[config.mk]
export PLATFORM = sky130hd
export DESIGN_NAME = dpec_top
export DESIGN_NICKNAME = d
export VERILOG_FILES = /design/src/dpec_pkg.sv /design/src/dpec_top.sv
export SDC_FILE = /design/constraint.sdc
export NUM_CORES = 1
export LEC_CHECK = 0
export BUFFER_PORTS_ARGS = -buffer_cell sky130_fd_sc_hd__buf_2
export CAP_MARGIN = 20
export CORE_AREA = 5 5 136 138
export DETAILED_ROUTE_END_ITERATION = 7
export DIE_AREA = 0 0 141 143
export SETUP_SLACK_MARGIN = 0.05
export SKIP_CTS_REPAIR_TIMING = 1
export SYNTH_ARGS = -nofsm -noshare
export SYNTH_HDL_FRONTEND = slang
export SYNTH_SLANG_ARGS = --single-unit
[constraint.sdc]
create_clock -name i_sys_clk -period 7.1 [get_ports i_sys_clk]
set_input_delay 1.42 -clock i_sys_clk [delete_from_list [all_inputs] [get_ports i_sys_clk]]
set_output_delay 1.42 -clock i_sys_clk [all_outputs]
set_load 0.03 [all_outputs]
[src/dpec_pkg.sv]
// Package for the DSI port event control block
package dpec_pkg;
	localparam int ADDR_W = 20;
	// Register byte addresses
	localparam logic [19:0] ADDR_DEVICE_READY   = 20'h0B800;
	localparam logic [19:0] ADDR_EVENT_STATUS   = 20'h0B804;
	localparam logic [19:0] ADDR_EVENT_ENABLE   = 20'h0B808;
	localparam logic [19:0] ADDR_PORT_CTRL      = 20'h61190;
	localparam logic [19:0] ADDR_TEARING_DELAY  = 20'h61194;
	localparam logic [19:0] ADDR_AUTO_PWG       = 20'h611A0;
	// Port control fields
	localparam int PC_DLY_ADJ_LSB = 5;
	localparam int PC_DLY_ADJ_MSB = 7;
	localparam int PC_DELAY_BIT   = 4;
	localparam int PC_TE_SRC_LSB  = 2;
	localparam int PC_TE_SRC_MSB  = 3;
	localparam int PC_LANE_LSB    = 0;
	localparam int PC_LANE_MSB    = 1;
	localparam logic [31:0] PC_MASK = 32'h000000FF;
	localparam logic [31:0] TD_MASK = 32'h0000FFFF;
	localparam logic [31:0] DR_MASK = 32'h0000000F;
	localparam logic [2:0]  DLY_ADJ_RESET = 3'h0;
	// Reserved status positions 15 and 9
	localparam logic [31:0] EVENT_MASK = 32'hFFFF7DFF;
	localparam logic [31:0] REG_RESET  = 32'h00000000;
	// Tearing source codes
	localparam logic [1:0] TE_NONE = 2'h0;
	localparam logic [1:0] TE_LINK = 2'h1;
	localparam logic [1:0] TE_GPIO = 2'h2;
	// Lane configuration codes
	localparam logic [1:0] LANE_SPLIT  = 2'h0;
	localparam logic [1:0] LANE_DUAL_A = 2'h1;
	localparam logic [1:0] LANE_DUAL_B = 2'h2;
	// Low power state request codes
	localparam logic [1:0] LPS_NORMAL = 2'h0;
	localparam logic [1:0] LPS_EXIT   = 2'h1;
	localparam logic [1:0] LPS_ENTRY  = 2'h2;

	typedef struct packed {
		logic       read;
		logic       write;
		logic [19:0] address;
		logic [31:0] writedata;
	} dpec_bus_req_t;

	typedef struct packed {
		logic       lane_route_b;
		logic       dual_link;
		logic       ulps_entry;
		logic       ulps_exit;
		logic       device_ready;
		logic [2:0] hs_tx_clock_delay_adjust;
	} dpec_cfg_t;

	typedef enum logic [1:0] {
		TW_IDLE, TW_COUNT, TW_START
	} dpec_tw_state_t;
endpackage

[src/dpec_top.sv]
// DSI port event control: registers, tearing wait and event status
`timescale 1ns/10ps
// Functional notes
// - Second port delay adjust low three bits held in field 7:5, reset zero.
// - With delay bit set, count tearing counter down before memory write.
// - Tearing source: 00 write when data, 01 link, 10 GPIO, 11 reserved.
// - Lanes: 00 split, 01 dual from pipe A, 10 dual from B, 11 reserved.
// - Wait 16-bit programmable clocks from tearing trigger to data start.
// - Status bit 31 sets on tearing trigger message from display.
// - Status bit 30 sets when special event packets were sent.
// - Status bit 29 sets when generic read data waits in read FIFO.
// - Bit 28 low-power write queue full, bit 27 high-speed full.
// - Bits 26, 25, 24: protocol violation, bad length, clean acknowledge.
// - Bits 23, 22, 21: turnaround, low-power receive, high-speed timeouts.
// - Status bit 20 sets on video pixel FIFO underrun.
// - Bit 19 low contention fault, bit 18 high contention fault.
// - Local receive errors set bits 17, 16, 14, 13, 12.
// - Reported acknowledge errors set bits 11, 10 and 8 to 0.
// - Enable register bit per status bit; bits 15 and 9 reserved.
module dpec_top
	import dpec_pkg::*;
#(
	parameter int TE_CNT_W = 16
)(
	input  wire logic        i_sys_clk,
	input  wire logic        i_rst,
	input  wire logic [19:0] i_avs_address,
	input  wire logic        i_avs_read,
	input  wire logic        i_avs_write,
	input  wire logic [31:0] i_avs_writedata,
	input  wire logic [3:0]  i_avs_byteenable,
	output logic      [31:0] o_avs_readdata,
	output logic             o_avs_waitrequest,
	input  wire logic [31:0] i_event_pulse,
	input  wire logic        i_te_link_trigger,
	input  wire logic        i_te_gpio_pin,
	input  wire logic        i_write_data_ready,
	output logic             o_mem_write_start,
	output logic             o_irq,
	output dpec_cfg_t        o_cfg
);
	dpec_bus_req_t req;
	logic [31:0] port_ctrl;
	logic [31:0] tearing_delay_count;
	logic [31:0] device_ready_ctrl;
	logic [31:0] link_event_status;
	logic [31:0] link_event_enable;
	logic        ack;
	logic [31:0] be_mask;
	logic        hit_pc, hit_td, hit_dr, hit_st, hit_en;
	logic [2:0]  gpio_sync;
	logic        gpio_prev;
	logic        gpio_rise;
	logic        te_trigger;
	logic [TE_CNT_W-1:0] te_count;
	dpec_tw_state_t tw_state;
	logic [31:0] next_status;
	logic [31:0] next_rdata;

	assign req = '{read: i_avs_read, write: i_avs_write,
		address: i_avs_address, writedata: i_avs_writedata};
	assign be_mask = {{8{i_avs_byteenable[3]}}, {8{i_avs_byteenable[2]}},
		{8{i_avs_byteenable[1]}}, {8{i_avs_byteenable[0]}}};
	assign hit_pc = req.address == ADDR_PORT_CTRL;
	assign hit_td = req.address == ADDR_TEARING_DELAY;
	assign hit_dr = req.address == ADDR_DEVICE_READY;
	assign hit_st = req.address == ADDR_EVENT_STATUS;
	assign hit_en = req.address == ADDR_EVENT_ENABLE;

	// One wait cycle per access: ack marks the completing cycle
	always_ff @(posedge i_sys_clk or posedge i_rst) begin
		if (i_rst) begin
			ack <= 1'b0;
		end else begin
			ack <= (req.read | req.write) & ~ack;
		end
	end

	always_ff @(posedge i_sys_clk or posedge i_rst) begin
		if (i_rst) begin
			o_avs_waitrequest <= 1'b1;
		end else begin
			o_avs_waitrequest <= ~((req.read | req.write) & ~ack);
		end
	end

	always_comb begin
		next_rdata = REG_RESET;
		case (1'b1)
			hit_pc: next_rdata = port_ctrl;
			hit_td: next_rdata = tearing_delay_count;
			hit_dr: next_rdata = device_ready_ctrl;
			hit_st: next_rdata = link_event_status;
			hit_en: next_rdata = link_event_enable;
			default: next_rdata = REG_RESET;
		endcase
	end

	always_ff @(posedge i_sys_clk or posedge i_rst) begin
		if (i_rst) begin
			o_avs_readdata <= REG_RESET;
		end else if (req.read & ~ack) begin
			o_avs_readdata <= next_rdata;
		end
	end

	// Writes commit in the cycle waitrequest is low
	always_ff @(posedge i_sys_clk or posedge i_rst) begin
		if (i_rst) begin
			port_ctrl <= REG_RESET;
		end else if (req.write & ack & hit_pc) begin
			port_ctrl <= ((port_ctrl & ~be_mask)
				| (req.writedata & be_mask)) & PC_MASK;
		end
	end

	always_ff @(posedge i_sys_clk or posedge i_rst) begin
		if (i_rst) begin
			tearing_delay_count <= REG_RESET;
		end else if (req.write & ack & hit_td) begin
			tearing_delay_count <= ((tearing_delay_count & ~be_mask)
				| (req.writedata & be_mask)) & TD_MASK;
		end
	end

	always_ff @(posedge i_sys_clk or posedge i_rst) begin
		if (i_rst) begin
			device_ready_ctrl <= REG_RESET;
		end else if (req.write & ack & hit_dr) begin
			device_ready_ctrl <= ((device_ready_ctrl & ~be_mask)
				| (req.writedata & be_mask)) & DR_MASK;
		end
	end

	always_ff @(posedge i_sys_clk or posedge i_rst) begin
		if (i_rst) begin
			link_event_enable <= REG_RESET;
		end else if (req.write & ack & hit_en) begin
			link_event_enable <= ((link_event_enable & ~be_mask)
				| (req.writedata & be_mask)) & EVENT_MASK;
		end
	end

	// Write one to clear; a new event in the same cycle wins
	always_comb begin
		next_status = link_event_status;
		if (req.write & ack & hit_st) begin
			next_status = next_status & ~(req.writedata & be_mask);
		end
		next_status = (next_status | i_event_pulse) & EVENT_MASK;
	end

	always_ff @(posedge i_sys_clk or posedge i_rst) begin
		if (i_rst) begin
			link_event_status <= REG_RESET;
		end else begin
			link_event_status <= next_status;
		end
	end

	always_ff @(posedge i_sys_clk or posedge i_rst) begin
		if (i_rst) begin
			o_irq <= 1'b0;
		end else begin
			o_irq <= |(next_status & link_event_enable);
		end
	end

	// GPIO trigger pin synchroniser and edge detect
	always_ff @(posedge i_sys_clk or posedge i_rst) begin
		if (i_rst) begin
			gpio_sync <= 3'h0;
			gpio_prev <= 1'b0;
		end else begin
			gpio_sync <= {gpio_sync[1:0], i_te_gpio_pin};
			if (gpio_sync[2] == gpio_sync[1]) begin
				gpio_prev <= gpio_sync[2];
			end
		end
	end
	assign gpio_rise = (gpio_sync[2] == gpio_sync[1]) & gpio_sync[2]
		& ~gpio_prev;

	always_comb begin
		case (port_ctrl[PC_TE_SRC_MSB:PC_TE_SRC_LSB])
			TE_NONE: te_trigger = i_write_data_ready;
			TE_LINK: te_trigger = i_te_link_trigger;
			TE_GPIO: te_trigger = gpio_rise;
			default: te_trigger = 1'b0;
		endcase
	end

	// Tearing wait: optional countdown before the memory write starts
	always_ff @(posedge i_sys_clk or posedge i_rst) begin
		if (i_rst) begin
			tw_state <= TW_IDLE;
			te_count <= '0;
		end else begin
			case (tw_state)
				TW_IDLE: begin
					if (te_trigger) begin
						te_count <= tearing_delay_count[TE_CNT_W-1:0];
						if (port_ctrl[PC_DELAY_BIT] &&
							tearing_delay_count[TE_CNT_W-1:0] != '0) begin
							tw_state <= TW_COUNT;
						end else begin
							tw_state <= TW_START;
						end
					end
				end
				TW_COUNT: begin
					te_count <= te_count - 1'b1;
					if (te_count == {{(TE_CNT_W-1){1'b0}}, 1'b1}) begin
						tw_state <= TW_START;
					end
				end
				TW_START: tw_state <= TW_IDLE;
				default:  tw_state <= TW_IDLE;
			endcase
		end
	end

	always_ff @(posedge i_sys_clk or posedge i_rst) begin
		if (i_rst) begin
			o_mem_write_start <= 1'b0;
		end else begin
			o_mem_write_start <= tw_state == TW_START;
		end
	end

	always_ff @(posedge i_sys_clk or posedge i_rst) begin
		if (i_rst) begin
			o_cfg <= '0;
		end else begin
			o_cfg.hs_tx_clock_delay_adjust <=
				port_ctrl[PC_DLY_ADJ_MSB:PC_DLY_ADJ_LSB];
			o_cfg.dual_link <=
				port_ctrl[PC_LANE_MSB:PC_LANE_LSB] == LANE_DUAL_A ||
				port_ctrl[PC_LANE_MSB:PC_LANE_LSB] == LANE_DUAL_B;
			o_cfg.lane_route_b <=
				port_ctrl[PC_LANE_MSB:PC_LANE_LSB] == LANE_DUAL_B;
			o_cfg.ulps_entry <= device_ready_ctrl[2:1] == LPS_ENTRY;
			o_cfg.ulps_exit  <= device_ready_ctrl[2:1] == LPS_EXIT;
			o_cfg.device_ready <= device_ready_ctrl[0];
		end
	end
endmodule

==> results of run 1 <==
-- worst max-delay path: stages --
cell	delay, ns
buf_2	0.10
nor4b_1	0.38
and4_1	0.24
buf_4	0.31
nor2b_1	0.54
or4_1	0.78
o21ai_0	0.25
-- cell type report --
cell class,instances,area [sq um]
Sequential cell,154,3850
Fill cell,1599,8460
Clock buffer,27,493
Clock inverter,3,15.0
Antenna cell,1,2.50
Timing Repair Buffer,142,728
Multi-Input combinational cell,478,3070
Tap cell,225,282
Inverter,39,151
-- layout by cell type, fill, tap and decap left out, types with 7 or more instances in the layout --
| master | netlist | layout |
|---|---|---|
| a41oi_1 | 20 | 20 |
| clkbuf_1 | 15 | 7 |
| buf_4 | 0 | 7 |
| nor4_1 | 15 | 15 |
| clkbuf_16 | 0 | 17 |
| a31oi_1 | 19 | 19 |
| dfrtp_1 | 153 | 153 |
| mux2_2 | 60 | 60 |
| a21oi_1 | 10 | 10 |
| o21ai_0 | 56 | 56 |
| a22oi_1 | 36 | 36 |
| nand2_1 | 128 | 128 |
| nor2_1 | 26 | 26 |
| inv_1 | 39 | 38 |
| o211ai_1 | 8 | 8 |
| buf_2 | 15 | 135 |
| nand3_1 | 18 | 18 |
-- through the flow --
step	power, W	area (sq um)	hold slack [ns]	utilization [%]	setup slack, ns
after floorplan	0.000979	7230	0.331	-	1.53
after global placement	0.00104	8090	0.332	47.4	2.93
after detailed placement	0.00105	8090	0.339	47.4	2.82
after CTS	0.00185	8600	0.353	50.4	3.27
after global routing	0.00190	8600	0.364	50.4	3.07
final	0.00183	8600	0.351	50.4	3.31
-- power groups by stage --
stage	registers [W]	logic [W]	clock network (W)
2_1_floorplan	0.000931	0.0000474	0
3_3_place_gp	0.000915	0.000127	0
3_5_place_dp	0.000915	0.000131	0
4_1_cts	0.000899	0.000131	0.000820
5_1_grt	0.000900	0.000143	0.000859
6_report	0.000899	0.000129	0.000802
-- per-layer routing --
layer | track usage [%] | share of wire, %
met5 | 0 | 0.12
met4 | 8.98 | 2.5
met3 | 5.06 | 6.2
met2 | 35.3 | 49
met1 | 27.6 | 42
-- how the worst max path moves through the flow --
stage	startpoint	endpoint	slack, ns	depth (start not counted)
finish	i_avs_address[6]	o_avs_readdata[23]$_DFFE_PP0P_	3.31	7
global route	i_avs_address[6]	o_avs_readdata[23]$_DFFE_PP0P_	3.07	7
CTS	i_avs_address[6]	o_avs_readdata[23]$_DFFE_PP0P_	3.27	7
detailed placement	i_avs_address[6]	o_avs_readdata[23]$_DFFE_PP0P_	2.82	7
global placement	i_avs_address[6]	o_avs_readdata[24]$_DFFE_PP0P_	2.93	7
floorplan	i_rst	async pin	1.53	1
-- cell families after synthesis --
| family | share of synthesized area [%] |
|---|---|
| DFF | 53.3 |
| AOI/OAI and AO/OA | 16.0 |
| buffers and inverters | 4.15 |
| muxes | 9.35 |
| and+or+nand+nor | 16.5 |
| adders and majority gates | 0.692 |
==> results.toml, run 1 <==
[sta]
period_share_pct = 53.3
timing.fmax_mhz = 264
hold_viol_final = 0
slew_violations = 0
slew_headroom_pct = 39.7
rsz0062_at_grt = "false"
worst_pin_slew_ns = 0.905
skew_ns = 0.00755
tns_ns = 0
min_period_ns = 3.79
finalSetupViolCount = 0

[pwr]
p_seq_share_pct = 49.1
p_leak_nw = 4.14
pwr-share-comb_pct = 7.1
power.clock.fraction_pct = 43.8
power_density_nw_per_um2 = 213
p_int_w = 0.00140
p_sw_share_pct = 23.5
ir_drop_mv = 0.155
power_switching_w = 0.000431

[setup_path]
cp.arrival_ns = 4.03
reg2reg_depth = 6
critPathLaunchType = "input port"
criticalPathCategory = "in2reg"
cp_max_fo = 27
endpoint_kind = "flop"
r2r-start = "ack$_DFF_PP0_"
cp.required_ns = 7.34
r2r_end = "o_irq$_DFF_PP0_"
rrSetupSlack_ns = 4.69

[placement]
dpl.hpwl_microns = 15100
portBuffers = 135
dp.cells = 1038
gp_congestion = 0.874

[floorplanning]
num_rows = 48
core_area_sq_um = 17100
die_area_sq_um = 20200
die_w_microns = 141
pin_count = 138
start_util_pct = 42.4
die_h_microns = 143

[route]
first_iter_violations = 417
vias = 6048
vias_per_cell = 5.66
routedWlPerCell_microns = 19.7
drtAntennaViolNets = 0
drc = 0
wl_microns = 21000
firstDrtPassIters = 5

[hold_path]
holdPathStages = 0
min_from = "gpio_sync[0]$_DFF_PP0_"
min_to = "gpio_sync[1]$_DFF_PP0_"
min_path_type = "reg2reg"

[clock_tree]
clock_path_buffers = 2
cts-buffers-inserted = 17
htreeDepth = 4
clkSlewWorstSetupHoldPaths_ns = 0.06
clockRootBuffer = "clkbuf_16"
numClockSinks = 154
tritoncts = "yes"
clock_latency_ns = 0.41

[yosys]
netlist_area_sq_um = 7230
netlist_top_cells_count = "dfrtp_1 (153), nand2_1 (128), mux2_2 (60)"
yosysTopAreaCell = "dfrtp_1"
synth-seq-area-share_pct = 53.3
dominantRegCellSynth = "dfrtp_1"
synth_top_area_share_pct = 53.0
syn_inst = 703
syn_avg_cell_area_sq_um = 10.3
ys_ff_latch = 154
syn-num-nets = 802
async_flop_share_pct = 100
yosysWarnings = 0
yosysMostFrequentCell = "dfrtp_1"
synth_enable_flop_cells = 0
ys_top_cells_by_area = "dfrtp_1 (53%), mux2_2 (9.3%), nand2_1 (6.6%)"
ys_types = 55

[grt]
overflow = 0
grt_first_pass_wirelength_microns = 34200
antenna_found_initial = 3
grt_pass1_vias = 6410
grt_max_degree = 86
grt_usage_pct = 21.5

[cells_and_area]
nets = 931
fin_cells = 1069
drive_above_1_share_pct = 28.4
area_growth_pct = 19.0

[run]
drv_cap = 0

[run_status]
run_status = "complete, no violations"
Note: power is estimated with default switching activity, not from simulation.
==> inputs of run 2 (changes only) <==
--- a/config.mk
+++ b/config.mk
@@ -10,6 +10,7 @@
 export CORE_AREA = 5 5 136 138
 export DETAILED_ROUTE_END_ITERATION = 7
 export DIE_AREA = 0 0 141 143
+export PLACE_DENSITY = 0.66
 export SETUP_SLACK_MARGIN = 0.05
 export SKIP_CTS_REPAIR_TIMING = 1
 export SYNTH_ARGS = -nofsm -noshare
==> constraint.sdc (replaced) <==
create_clock -name i_sys_clk -period 3 [get_ports i_sys_clk]
set_input_delay 0.6 -clock i_sys_clk [delete_from_list [all_inputs] [get_ports i_sys_clk]]
set_output_delay 0.6 -clock i_sys_clk [all_outputs]
set_load 0.03 [all_outputs]
==> results.toml, run 2 (same netlist as run 1, synthesis figures left out) <==
[sta]
period_share_pct = 80.1
skew_ns = 0.00778
min_period_ns = 2.40
tns_ns = 0
finalSetupViolCount = 0
slew_violations = 0
rsz0062_at_grt = "false"
hold_viol_final = 0
timing.fmax_mhz = 416
worst_pin_slew_ns = 0.668
slew_headroom_pct = 55.0
fin_hold_ws_ns = 0.177

[floorplanning]
core_area_sq_um = 17100
die_h_microns = 143
die_area_sq_um = 20200
die_w_microns = 141
pin_count = 138
start_util_pct = 42.4
num_rows = 48

[setup_path]
endpoint_kind = "flop"
r2r-start = "te_count[6]$_DFFE_PP0P_"
cp_max_fo = 27
r2r_end = "tw_state[1]$_DFFE_PP0P_"
slowest_stage = "and3_1"
crit_path_start = "i_avs_address[6]"
cp_slowest_stage_delay_ns = 0.39
rrSetupSlack_ns = 0.74
critPathLaunchType = "input port"
path_cells = "buf_2 > nor4b_1 > and4_1 > buf_12 > and3_1 > nand4_1 > mux2_2"
criticalPathCategory = "in2reg"
cp.arrival_ns = 2.72
cp.required_ns = 3.31
reg2reg_depth = 6

[grt]
grt_pass1_vias = 6167
overflow = 0
grt_first_pass_wirelength_microns = 33000
grt_usage_pct = 21.0
antenna_found_initial = 1
grt_max_degree = 86

[route]
drc = 0
first_iter_violations = 528
firstDrtPassIters = 5
vias = 6038
drtAntennaViolNets = 0
wl_microns = 20600
vias_per_cell = 5.55
routedWlPerCell_microns = 18.9

[placement]
portBuffers = 135
dpl-instance-area_sq_um = 8240
dpl.hpwl_microns = 14900
gp_congestion = 0.872

[cells_and_area]
final_common_cell = "dfrtp_1"
area_growth_pct = 22.5
register_area_sq_um = 3850
drive_above_1_share_pct = 30.1
nFillCells = 1595
most-common-layout-cells = "dfrtp_1 (153), buf_2 (135), nand2_1 (128)"
multi_input_area_sq_um = 3080
nets = 946
final_area_sq_um = 8850

[clock_tree]
tritoncts = "yes"
htreeDepth = 4
cts-buffers-inserted = 17
clkSlewWorstSetupHoldPaths_ns = 0.06
numClockSinks = 154
clock_latency_ns = 0.43
clock_path_buffers = 2
clockRootBuffer = "clkbuf_16"

[pwr]
power_density_nw_per_um2 = 529
ir_drop_mv = 0.436
p_leak_nw = 4.27

[hold_path]
min_path_type = "in2async"

[run]
drv_cap = 0

[run_status]
run_status = "complete, no violations"
-- run 2: cell types whose count changed in the layout (fill, tap and decap cells not counted), sizes merged --
cell	change
bufinv	+3
diode	+1
buf	+15
clkinvlp	+1
clkinv	-1
clkbuf	-1
-- run 2: worst max-delay path, delay by kind of cell --
| kind | cells | cell delay (ns) |
|---|---|---|
| buffers and inverters | 2 | 0.28 |
| and+or+nand+nor | 4 | 1.44 |
| muxes | 1 | 0.39 |
-- run 2: final cells by class --
cell class,count,share of cell area [%]
clock inverters,6,1.23
multi-input cells,478,34.7
repair buffers,157,9.92
flip-flops and latches,154,43.5
clock buffers,26,5.64
diodes,2,0.0565
inverters,39,1.70
well taps,225,3.18
-- run 2: power breakdown --
part | switching (W) | internal (W) | total [W]
logic | 0.000221 | 0.000101 | 0.000322
registers | 0.0000162 | 0.00211 | 0.00212
clock network | 0.000840 | 0.00140 | 0.00224
total | 0.00108 | 0.00361 | 0.00468
-- run 2: worst max-delay path by stage --
| stage | end |
|---|---|
| floorplan | async pin |
| finish | flop |
| global placement | flop |
| CTS | flop |
| global route | flop |
| detailed placement | flop |
-- run 2: layer usage --
metal  GRT usage [%]  share of wire (%)
met1            28.3                 43
met2            34.1                 49
met3            5.29                7.0
met4            5.51                1.3
met5               0                  0
-- run 2: stage by stage --
stage	total power (W)	setup slack, ns	instances	utilization, %
after detailed placement	0.00249	0.147	1053	48.3
after CTS	0.00472	0.580	1085	51.9
final	0.00468	0.597	1087	51.9
after global routing	0.00485	0.379	1086	51.9
after floorplan	0.00232	0.456	703	-
after global placement	0.00248	0.151	1053	48.3
